$ cat src/hdl/audio_cfg_pkg.sv
// Purpose: constants for the audio path configuration register
// Assumes: 16-bit control link words, 7-bit register index
// Notes:   limiter figures are counted in output samples
package audio_cfg_pkg;
	localparam logic [6:0]  CFG_ADDR     = 7'h5A;
	localparam logic [15:0] CFG_RESET    = 16'h1170;
	// Only the compliance bit is defined in full compliance mode
	localparam logic [15:0] FC_READ_MASK = 16'h0001;
	localparam int BIT_FC    = 0;
	localparam int BIT_DBUF  = 1;
	localparam int BIT_GAIN0 = 2;
	localparam int BIT_GAIN1 = 3;
	localparam int BIT_ORST  = 4;
	localparam int BIT_ZDEN  = 5;
	localparam int BIT_TT    = 6;
	localparam int BIT_MULT  = 7;
	localparam int BIT_MBYP  = 8;
	localparam int BIT_MCKO  = 9;
	localparam int BIT_SRCS  = 10;
	localparam int BIT_SPDM  = 11;
	localparam int BIT_THR0  = 12;
	localparam int BIT_THR1  = 13;
	localparam int BIT_DBG   = 14;
	localparam int BIT_RBYP  = 15;
	// Anti-alias windows in Hz
	localparam logic [16:0] AA1_LO = 17'hE5FB;
	localparam logic [16:0] AA1_HI = 17'hEEC5;
	localparam logic [16:0] AA2_LO = 17'h1347D;
	localparam logic [16:0] AA2_HI = 17'h13C68;
	// Seven limiter constants and the zero-run length, thresholds in 1/256 of full scale
	localparam int          LIM_HI_FRAC     = 248;
	localparam int          LIM_LO_FRAC     = 192;
	localparam logic [7:0]  ATTACK_STEP     = 8'h04;
	localparam logic [11:0] ATTACK_SAMPLES  = 12'h002;
	localparam logic [7:0]  RELEASE_STEP    = 8'h01;
	localparam logic [11:0] RELEASE_SAMPLES = 12'h010;
	localparam logic [11:0] RELEASE_HOLD    = 12'h0F0;
	localparam logic [9:0]  ZERO_RUN        = 10'h200;
	typedef enum logic [3:0] {
		LIM_IDLE    = 4'b0001,
		LIM_ATTACK  = 4'b0010,
		LIM_HOLD    = 4'b0100,
		LIM_RELEASE = 4'b1000
	} lim_state_t;
endpackage

$ cat src/hdl/audio_path_config_reg.sv
// Purpose: configuration register and the audio path steering it
// Assumes: register port and audio strobes come from logic on clk
// Notes:   clock selects are levels for the clock generator
//
// Overview of operation
// - With compliance bit 0, reads return only defined bits, others zero.
// - Double-buffer bit 1 holds serial words until the frame tick.
// - Gain bits select 1x, 2x, 2x compressed or 3x compressed.
// - Output-stage reset bit, active high, holds output stage; resets to 1.
// - Zero-detect works while its bit is 1; resets to 1.
// - Truth-table bit selects output table, 1 is standard; resets to 1.
// - Multiplier-bypass bit 0 feeds master clock from crystal input.
// - Clock-out bit selects 12.288 MHz when 1, 24.576 MHz when 0.
// - Source bit routes serial input at 0, S/PDIF at 1.
// - S/PDIF mode bit selects analog at 0, digital at 1.
// - Threshold bits: never, 58.875-61.125kHz, 78.973-81.000kHz, always.
// - Ratio-debug bit puts the loop ratio on output channels.
// - Resampler-bypass bit feeds selected input straight to the processor.
// - Without compression, output above full scale is clipped.
// - Compression reduces gain in steps above a threshold near full scale.
// - Below a lower threshold for a hold time, gain is raised again.
// - Seven fixed constants shape attack, release and limiting.
`timescale 1ns/1ns
module audio_path_config_reg
	import audio_cfg_pkg::*;
#(
	parameter int SAMPLE_W = 20
) (
	input  wire logic                clk,
	input  wire logic                srst,
	input  wire logic                reg_wr,
	input  wire logic                reg_rd,
	input  wire logic [6:0]          reg_addr,
	input  wire logic [15:0]         reg_wdata,
	output logic      [15:0]         reg_rdata,
	output logic                     reg_ack,
	input  wire logic                serial_valid,
	input  wire logic [SAMPLE_W-1:0] serial_sample,
	input  wire logic                spdif_valid,
	input  wire logic [SAMPLE_W-1:0] spdif_sample,
	input  wire logic                frame_tick,
	output logic                     resampler_in_valid,
	output logic      [SAMPLE_W-1:0] resampler_in_sample,
	input  wire logic                resampler_out_valid,
	input  wire logic [SAMPLE_W-1:0] resampler_out_sample,
	output logic                     proc_in_valid,
	output logic      [SAMPLE_W-1:0] proc_in_sample,
	input  wire logic [16:0]         input_rate_hz,
	output logic                     antialias_enable,
	input  wire logic                vol_valid,
	input  wire logic [SAMPLE_W-1:0] vol_sample,
	input  wire logic [SAMPLE_W-1:0] ratio_value,
	output logic                     out_valid,
	output logic      [SAMPLE_W-1:0] out_sample,
	output logic                     zero_detected,
	output logic      [7:0]          gain_reduction,
	output logic                     output_stage_reset,
	output logic                     truth_table_standard,
	output logic                     spdif_digital_mode,
	output logic                     multiplier_x8,
	output logic                     master_clock_from_crystal,
	output logic                     master_clock_out_12m288
);
	localparam int XW = SAMPLE_W + 3;
	localparam int PW = XW + 10;
	localparam int FS = (1 << (SAMPLE_W - 1)) - 1;
	localparam logic [XW-1:0] FS_POS = XW'(FS);
	localparam logic [XW-1:0] FS_NEG = XW'(-FS - 1);
	localparam logic [XW-1:0] THR_HI = XW'(FS / 256 * LIM_HI_FRAC);
	localparam logic [XW-1:0] THR_LO = XW'(FS / 256 * LIM_LO_FRAC);

	initial begin
		if (SAMPLE_W < 16 || SAMPLE_W > 24)
			$error("SAMPLE_W must lie in 16..24");
	end

	logic [15:0]          cfg_r;
	logic                 hit;
	logic                 comp;
	logic [1:0]           gain_code;
	logic [SAMPLE_W-1:0]  ser_stage_r;
	logic                 ser_full_r;
	logic [SAMPLE_W-1:0]  ser_word_r;
	logic                 ser_valid_r;
	logic                 sel_valid;
	logic [SAMPLE_W-1:0]  sel_sample;
	logic signed [XW-1:0] vol_ext;
	logic signed [XW-1:0] gained;
	logic signed [PW-1:0] prod;
	logic signed [XW-1:0] pre;
	logic signed [XW-1:0] clipped;
	logic [XW-1:0]        mag;
	logic [7:0]           gr_r;
	lim_state_t           lim_r;
	logic [11:0]          lim_cnt_r;
	logic [9:0]           zero_cnt_r;

	assign hit       = reg_addr == CFG_ADDR;
	assign gain_code = {cfg_r[BIT_GAIN0], cfg_r[BIT_GAIN1]};
	assign comp      = cfg_r[BIT_GAIN0];

	always_ff @(posedge clk) begin
		if (srst)
			cfg_r <= CFG_RESET;
		else if (reg_wr && hit)
			cfg_r <= reg_wdata;
	end

	always_ff @(posedge clk) begin
		if (srst) begin
			reg_rdata <= 16'h0000;
			reg_ack   <= 1'b0;
		end else begin
			reg_ack <= (reg_rd || reg_wr) && hit;
			if (reg_rd && hit)
				reg_rdata <= cfg_r[BIT_FC] ? cfg_r
					: (cfg_r & FC_READ_MASK);
			else if (reg_rd)
				reg_rdata <= 16'h0000;
		end
	end

	assign output_stage_reset        = cfg_r[BIT_ORST];
	assign truth_table_standard      = cfg_r[BIT_TT];
	assign spdif_digital_mode        = cfg_r[BIT_SPDM];
	// Host must match this to the reference rate
	assign multiplier_x8             = cfg_r[BIT_MULT];
	assign master_clock_from_crystal = !cfg_r[BIT_MBYP];
	assign master_clock_out_12m288   = cfg_r[BIT_MCKO];
	assign gain_reduction            = gr_r;

	// Staged word lets a slave source drift against the frame tick
	always_ff @(posedge clk) begin
		if (srst) begin
			ser_stage_r <= '0;
			ser_full_r  <= 1'b0;
			ser_word_r  <= '0;
			ser_valid_r <= 1'b0;
		end else if (cfg_r[BIT_DBUF]) begin
			ser_valid_r <= frame_tick && ser_full_r;
			if (frame_tick && ser_full_r)
				ser_word_r <= ser_stage_r;
			if (serial_valid) begin
				ser_stage_r <= serial_sample;
				ser_full_r  <= 1'b1;
			end else if (frame_tick)
				ser_full_r <= 1'b0;
		end else begin
			ser_full_r  <= 1'b0;
			ser_valid_r <= serial_valid;
			if (serial_valid)
				ser_word_r <= serial_sample;
		end
	end

	always_comb begin
		if (cfg_r[BIT_SRCS]) begin
			sel_valid  = spdif_valid;
			sel_sample = spdif_sample;
		end else begin
			sel_valid  = ser_valid_r;
			sel_sample = ser_word_r;
		end
	end

	always_ff @(posedge clk) begin
		if (srst) begin
			resampler_in_valid  <= 1'b0;
			resampler_in_sample <= '0;
			proc_in_valid       <= 1'b0;
			proc_in_sample      <= '0;
		end else begin
			resampler_in_valid <= sel_valid && !cfg_r[BIT_RBYP];
			if (sel_valid)
				resampler_in_sample <= sel_sample;
			if (cfg_r[BIT_RBYP]) begin
				proc_in_valid <= sel_valid;
				if (sel_valid)
					proc_in_sample <= sel_sample;
			end else begin
				proc_in_valid <= resampler_out_valid;
				if (resampler_out_valid)
					proc_in_sample <= resampler_out_sample;
			end
		end
	end

	always_ff @(posedge clk) begin
		if (srst)
			antialias_enable <= 1'b0;
		else begin
			unique case ({cfg_r[BIT_THR0], cfg_r[BIT_THR1]})
				2'b00: antialias_enable <= 1'b0;
				2'b01: antialias_enable <= input_rate_hz >= AA1_LO
					&& input_rate_hz <= AA1_HI;
				2'b10: antialias_enable <= input_rate_hz >= AA2_LO
					&& input_rate_hz <= AA2_HI;
				2'b11: antialias_enable <= 1'b1;
			endcase
		end
	end

	always_comb begin
		vol_ext = XW'($signed(vol_sample));
		unique case (gain_code)
			2'b00: gained = vol_ext;
			2'b01: gained = vol_ext <<< 1;
			2'b10: gained = vol_ext <<< 1;
			2'b11: gained = XW'(vol_ext + (vol_ext <<< 1));
		endcase
		prod = PW'(gained) * $signed({2'b00, 9'h100 - {1'b0, gr_r}});
		pre  = comp ? prod[XW+7:8] : gained;
		if (pre > $signed(FS_POS))
			clipped = FS_POS;
		else if (pre < $signed(FS_NEG))
			clipped = FS_NEG;
		else
			clipped = pre;
		mag = pre[XW-1] ? XW'(-pre) : pre;
	end

	// Limiter runs per sample; counts are in samples, not clocks
	always_ff @(posedge clk) begin
		if (srst || !comp || output_stage_reset) begin
			lim_r     <= LIM_IDLE;
			gr_r      <= 8'h00;
			lim_cnt_r <= 12'h000;
		end else if (vol_valid) begin
			unique case (lim_r)
				LIM_IDLE: begin
					lim_cnt_r <= 12'h000;
					if (mag > THR_HI)
						lim_r <= LIM_ATTACK;
				end
				LIM_ATTACK: begin
					if (mag <= THR_HI) begin
						lim_r     <= LIM_HOLD;
						lim_cnt_r <= 12'h000;
					end else if (lim_cnt_r == ATTACK_SAMPLES - 12'h001) begin
						lim_cnt_r <= 12'h000;
						gr_r <= (gr_r > 8'hFF - ATTACK_STEP) ? 8'hFF
							: gr_r + ATTACK_STEP;
					end else
						lim_cnt_r <= lim_cnt_r + 12'h001;
				end
				LIM_HOLD: begin
					if (mag > THR_HI) begin
						lim_r     <= LIM_ATTACK;
						lim_cnt_r <= 12'h000;
					end else if (mag >= THR_LO)
						lim_cnt_r <= 12'h000;
					else if (lim_cnt_r == RELEASE_HOLD - 12'h001) begin
						lim_r     <= LIM_RELEASE;
						lim_cnt_r <= 12'h000;
					end else
						lim_cnt_r <= lim_cnt_r + 12'h001;
				end
				LIM_RELEASE: begin
					if (mag > THR_HI) begin
						lim_r     <= LIM_ATTACK;
						lim_cnt_r <= 12'h000;
					end else if (mag >= THR_LO) begin
						lim_r     <= LIM_HOLD;
						lim_cnt_r <= 12'h000;
					end else if (lim_cnt_r == RELEASE_SAMPLES - 12'h001) begin
						lim_cnt_r <= 12'h000;
						gr_r <= (gr_r > RELEASE_STEP) ? gr_r - RELEASE_STEP
							: 8'h00;
						if (gr_r <= RELEASE_STEP)
							lim_r <= LIM_IDLE;
					end else
						lim_cnt_r <= lim_cnt_r + 12'h001;
				end
			endcase
		end
	end

	always_ff @(posedge clk) begin
		if (srst) begin
			out_valid  <= 1'b0;
			out_sample <= '0;
		end else begin
			out_valid <= vol_valid;
			if (vol_valid) begin
				if (output_stage_reset)
					out_sample <= '0;
				else if (cfg_r[BIT_DBG])
					out_sample <= ratio_value;
				else
					out_sample <= clipped[SAMPLE_W-1:0];
			end
		end
	end

	always_ff @(posedge clk) begin
		if (srst || !cfg_r[BIT_ZDEN]) begin
			zero_cnt_r    <= 10'h000;
			zero_detected <= 1'b0;
		end else if (out_valid) begin
			if (out_sample != '0) begin
				zero_cnt_r    <= 10'h000;
				zero_detected <= 1'b0;
			end else if (zero_cnt_r == ZERO_RUN - 10'h001)
				zero_detected <= 1'b1;
			else
				zero_cnt_r <= zero_cnt_r + 10'h001;
		end
	end
endmodule // audio_path_config_reg

$ cat config.mk
export PLATFORM = sky130hd
export DESIGN_NAME = audio_path_config_reg
export DESIGN_NICKNAME = d
export VERILOG_FILES = /design/src/hdl/audio_cfg_pkg.sv /design/src/hdl/audio_path_config_reg.sv
export SDC_FILE = /design/constraint.sdc
export NUM_CORES = 1
export LEC_CHECK = 0
export BUFFER_PORTS_ARGS = -buffer_cell sky130_fd_sc_hd__buf_2
export CAP_MARGIN = 15
export CORE_AREA = 2 2 183 230
export DETAILED_ROUTE_END_ITERATION = 16
export DIE_AREA = 0 0 185 232
export PLACE_DENSITY = 0.64
export SLEW_MARGIN = 20
export SYNTH_ARGS = -nofsm -noshare
export SYNTH_HDL_FRONTEND = slang
export SYNTH_SLANG_ARGS = --single-unit
$ cat constraint.sdc
create_clock -name clk -period 15.15 [get_ports clk]
set_input_delay 3.03 -clock clk [delete_from_list [all_inputs] [get_ports clk]]
set_output_delay 3.03 -clock clk [all_outputs]
set_load 0.1 [all_outputs]
## After elaboration in Yosys (flattened, before gate mapping)

Index checks and enable logic that the tools add are counted.
W data, S select, Z words.

| word-level totals | value |
|---|---|
| memory bits (read-only) | 0 |
| memories | 0 |
| logic and storage cells | 156 |
| RAM bits | 0 |
| register bits | 174 |
| output and inout port bits | 96 |
| bits in latches | 0 |

| operators by class | value |
|---|---|
| reduce and logical (&&, ||, !) cells | 33 |
| multiply operators | 1 |
| bitwise logic cells | 1 |
| eq/ne operators | 29 |
| muxes and demuxes | 54 |
| order comparisons | 12 |
| divide/modulo/power cells | 0 |
| add/sub/neg operators | 7 |
| shift-type cells | 0 |

Operators with widths:

| cell | count |
|---|---|
| $mux W20 | 11 |
| $mux W12 | 8 |
| $pmux W23 S3 | 1 |
| $mux W8 | 7 |
| $mux W16 | 3 |
| $pmux W12 S4 | 1 |
| $mux W23 | 2 |
| $mux W4 | 9 |
| $mul A23 B10 Y31 | 1 |
| $ge A23 B19 Y1 const B | 1 |
| $gt A23 B19 Y1 const B | 1 |
| $gt A23 B20 Y1 const B | 1 |
| $le A23 B19 Y1 const B | 1 |
| $lt A23 B20 Y1 const B | 1 |
| $neg A23 Y23 | 1 |
| $add A20 B21 Y22 | 1 |
| $mux W10 | 2 |
| $reduce_bool A20 Y1 | 1 |
| $ge A17 B16 Y1 const B | 1 |
| $ge A17 B17 Y1 const B | 1 |
| $le A17 B16 Y1 const B | 1 |
| $le A17 B17 Y1 const B | 1 |
| $ne A2 B2 Y1 const B | 8 |
| $pmux W4 S4 | 1 |
| 34 further kinds | 71 |

## Longest topological paths before layout

| logic depth | value |
|---|---|
| word-level depth | 11 |
| gate-level depth with buffers | 43 |

## Worst setup path before layout

No wires, ideal clock.

| timing path | value |
|---|---|
| path kind | in2reg |
| from | in vol_sample[0] |
| to | reg gr_r[2], in the netlist gain_reduction[2] |
| data arrival time | 11.568 ns |
| stages | 33 |
| data required time | 15.083 ns |
| setup time | 0.067 ns |
| path slack | 3.515 ns |
| cells stage by stage | ha_1 -> fa_1 -> a21o_1 -> a221oi_4 -> o21ai_0 -> xnor2_1 -> o221ai_1 -> clkbuf_1 -> nand2_1 -> fa_1 -> inv_1 -> fa_1 -> fa_1 -> fa_1 -> fa_1 -> ha_1 -> clkbuf_1 -> and4_1 -> and2_1 -> a221o_1 -> a31oi_1 -> mux2_2 -> a21oi_1 -> o21ai_2 -> o211a_1 -> nor4_1 -> and3b_1 -> a21boi_1 -> o21ai_2 -> a221oi_4 -> buf_6 -> nand3_4 -> a21oi_2 |

| between the ends | value |
|---|---|
| cells in the longest elaborated chain, start to end | 9 |
| elaborated cells between the ends (all ways) | 13 |
| classes of those cells | 2 x add/sub; 1 x mul; 3 x order compare; 3 x eq/ne; 3 x mux; 1 x reduce/logical |

RTL lines:

| what | line | source |
|---|---|---|
| from (decl) | audio_path_config_reg.sv:51 | `input wire logic [SAMPLE_W-1:0] vol_sample,` |
| $add A20 B21 Y22 | audio_path_config_reg.sv:209 | `2'b11: gained = XW'(vol_ext + (vol_ext <<< 1));` |
| $pmux W23 S3 (*) | audio_path_config_reg.sv:205 | `unique case (gain_code)` |
| $mul A23 B10 Y31 | audio_path_config_reg.sv:211 | `prod = PW'(gained) * $signed({2'b00, 9'h100 - {1'b0, gr_r}});` |
| $mux W23 (*) | audio_path_config_reg.sv:212 | `pre = comp ? prod[XW+7:8] : gained;` |
| $neg A23 Y23 | audio_path_config_reg.sv:219 | `mag = pre[XW-1] ? XW'(-pre) : pre;` |
| $mux W23 (*) | audio_path_config_reg.sv:219 |  |
| $ge A23 B19 Y1, or another cell as far along | audio_path_config_reg.sv:262 | `end else if (mag >= THR_LO) begin` |
| $ne A2 B2 Y1 (no line) | - |  |
| $reduce_and A7 Y1 (no line) (*) | - |  |
| to (signal assigned) | audio_path_config_reg.sv:241 | `gr_r <= (gr_r > 8'hFF - ATTACK_STEP) ? 8'hFF` |
| to (signal assigned) | audio_path_config_reg.sv:267 | `gr_r <= (gr_r > RELEASE_STEP) ? gr_r - RELEASE_STEP` |
| to (decl) | audio_path_config_reg.sv:93 | `logic [7:0] gr_r;` |

Mark *: on every way between the ends. The rest lies on a longest branch, timed or not.
A chain may end at the register's enable or synchronous reset.

## Worst setup path in the final report

| timing path | value |
|---|---|
| from | in vol_sample[0] |
| to | reg gr_r[6], in the netlist gain_reduction[6] |

Same word-level chain as after synthesis.

==> results.cfg <==
[worst_setup_path]
crit_path_top_delay_cell = a211oi_2
worst_setup_path_start_kind = input pin
path_class = in -> reg
end_kind = register
cpPeakStageDelay_ns = 0.72
crit_fanout = 14
critPathArrivalTime_ns = 13.92
crit_required_ns = 15.49
path_common_cell = fa_1

[clock_tree]
cts_buffers = 17
cts_sinks = 174
cts_tree = yes
h-tree-depth = 4
postCtsSetupBuffers = 0
max-clock-path-buffers = 2
clock_latency_ns = 0.45
clockRootBuffer = clkbuf_16
ctsHoldBuffers = 0
cts.reportedPaths.clkPinSlew_ns = 0.07
cts_resized = 0

[yosys]
yosysSeqAreaShare_pct = 19.25
synth_top_family_by_area = adder cells
dominantRegCellSynth = dfxtp_1
synth-adder-area-share_pct = 24.45
syn_area_per_cell_um2 = 7.871
synth_simple_gate_area_share_pct = 22.32
yosysWarnings = 0
syn_nets = 2705
synth_edf_count = 0
ys_ff_latch = 174
synthArstFlopShare_pct = 0
synth_cell_types = 98
synth_cells = 2299
synth_xor_area_share_pct = 2.448
synth_mux_area_share_pct = 3.568
synth_area_um2 = 18100
synth_compound_area_share_pct = 20.92

[grt]
antenna_found_initial = 12
track_usage_pct = 27.96
grt_pass1_vias = 17775
grt_pass1_wl_mm = 95.12
grt_max_degree = 106
overflow = 0

[run_status]
status = complete, no violations

[power_and_ir_drop]
power_density_nw_per_um2 = 59.10
p_leak_nw = 8.935
ir_worst_vdd_mv = 0.09417
power.total_mw = 1.203

[sta]
hold_slack_ns = 0.4560
setup-violations-final = 0
fin_skew_ns = 0.009411
hold_viol = 0
tightest_slew_ns = 1.142
final_min_period_over_clock_period_pct = 89.64
finalSetupTns_ns = 0
drv_slew = 0
max_freq_mhz = 73.64
finalWorstSetupSlack_ns = 1.570
rsz0062_at_grt = false
maxSlewHeadroom_pct = 23.06
period_minus_slack_ns = 13.58

[routing]
via_per_inst = 5.785
dr.pass1.iters = 5
ant_nets = 0
num_vias = 17494
wl_per_cell_um = 19.42
routed_wirelength_mm = 58.72
drt_iter0_markers = 1220
drc = 0

[cells_and_area]
fillers = 4059
fin_cells = 3024
post-route-util_pct = 50.00
drive_above_1_share_pct = 14.35
area_delta_synth_final_pct = 12.48
nets = 2860
fin_area_um2 = 20350

[placed_design]
gp_congestion = 0.9230
numPortBuffers = 244
dp_slack_ns = 1.038
dpl.hpwl_mm = 46.71
dp.cells = 2987
dpl_cell_area_um2 = 19720

[floorplan]
die_w_um = 185
rows = 83
start_util_pct = 44.45
die_h_um = 232
io_pins = 245
core_um2 = 40710
die-area_um2 = 42920

[job]
max_cap_violations = 0

[worst_hold_path]
hold_class = reg -> reg
## cells in the mapped netlist, types with 5 or more instances
cell / number / area (um2)
nor2_1: 304 / 1141
nand2_1: 286 / 1074
inv_1: 196 / 735.7
dfxtp_1: 174 / 3483
fa_1: 161 / 3223
a21oi_1: 153 / 765.7
clkbuf_1: 121 / 454.2
ha_1: 96 / 1201
o21ai_0: 89 / 445.4
a211oi_1: 73 / 548.0
mux2i_1: 60 / 600.6
nand3_1: 46 / 230.2
nor3_1: 35 / 175.2
nand2b_1: 29 / 181.4
nand4_1: 28 / 175.2
o21a_1: 24 / 180.2
xnor2_1: 24 / 210.2
xor2_1: 24 / 210.2
and3_1: 23 / 143.9
o221ai_1: 23 / 201.4
a21o_1: 20 / 150.1
a22oi_1: 19 / 142.6
nor4_1: 19 / 118.9
or3_1: 19 / 118.9
a31oi_1: 18 / 112.6
and2_1: 17 / 106.4
o211ai_1: 13 / 97.59
nand3b_1: 10 / 75.07
nor2b_1: 10 / 62.56
o31ai_1: 9 / 67.56
and4_1: 8 / 70.07
o22ai_1: 8 / 50.05
a21boi_0: 6 / 45.04
o2111ai_1: 6 / 52.55
a211o_1: 5 / 43.79
a211oi_2: 5 / 62.56
buf_2: 5 / 25.02
nand4b_1: 5 / 43.79
o211a_1: 5 / 50.05
o21bai_1: 5 / 37.54
or4_1: 5 / 37.54
## final timing paths
path	from	to	slack, ns	cells after the start
worst max-delay path	vol_sample[0]	gain_reduction[6]$_SDFFE_PP0P_	1.57	32
worst min-delay path	ser_stage_r[9]$_SDFFE_PP0P_	ser_stage_r[9]$_SDFFE_PP0P_	0.46	2
worst min register to register	ser_stage_r[9]$_SDFFE_PP0P_	ser_stage_r[9]$_SDFFE_PP0P_	0.46	2
worst max register to register	cfg_r[2]$_SDFFE_PP0P_	gain_reduction[6]$_SDFFE_PP0P_	3.58	32
## logic make-up after synthesis
kind of cell,after synthesis
DFF,174
and+or+nand+nor,872
xor gates and xnor gates,49
muxes,64
AOI/OAI and AO/OA,551
adders and majority gates,257
buffers and inverters,332
## layout make-up
cell class	instances	area, um2	share of cell area [%]
multi-input cells	1793	13390	65.79
repair buffers	270	1419	6.971
clock inverters	13	180.2	0.8852
well taps	552	690.7	3.393
inverters	198	743.2	3.651
clock buffers	19	432.9	2.127
flip-flops and latches	174	3485	17.12
diodes	5	12.51	0.06147
## layer usage
layer  global-route usage, %  wire (um)
met4                   8.457       1611
met5                       0         68
met2                   49.96      29620
met1                   32.97      22840
met3                   6.587       4580
## registers in the layout, indices dropped and copies added, names as in the netlist
register / flops
resampler_in_valid: 1
reg_rdata: 16
ser_full_r: 1
zero_detected: 1
ser_word_r: 20
out_valid: 1
antialias_enable: 1
resampler_in_sample: 20
reg_ack: 1
proc_in_valid: 1
proc_in_sample: 20
cfg_r: 16
ser_valid_r: 1
zero_cnt_r: 10
lim_r: 4
lim_cnt_r: 12
gain_reduction: 8
out_sample: 20
ser_stage_r: 20
## power breakdown
group	leakage, nW	internal [mW]	switching [mW]	total (mW)
Combinational	7.23	0.0794	0.185	0.265
Sequential	1.42	0.468	0.00649	0.475
Clock	0.289	0.263	0.200	0.464
## worst max-delay path, delay by kind of cell
family          cells  cell delay, ns
compound gates     16            5.72
fa+ha+maj           8            3.66
buf+inv             4            0.30
mux                 1            0.19
simple gates        3            1.00
## layout by cell type, fill, tap and decap left out, types with 34 or more instances in the layout
cell | Yosys | layout
mux2i_1 | 60 | 58
nor2_1 | 304 | 303
fa_1 | 161 | 161
a211oi_1 | 73 | 73
o21ai_0 | 89 | 88
buf_2 | 5 | 243
a21oi_1 | 153 | 153
nor3_1 | 35 | 34
dfxtp_1 | 174 | 173
inv_1 | 196 | 196
nand3_1 | 46 | 46
nand2_1 | 286 | 286
ha_1 | 96 | 96
(Power assumes the default switching activity.)
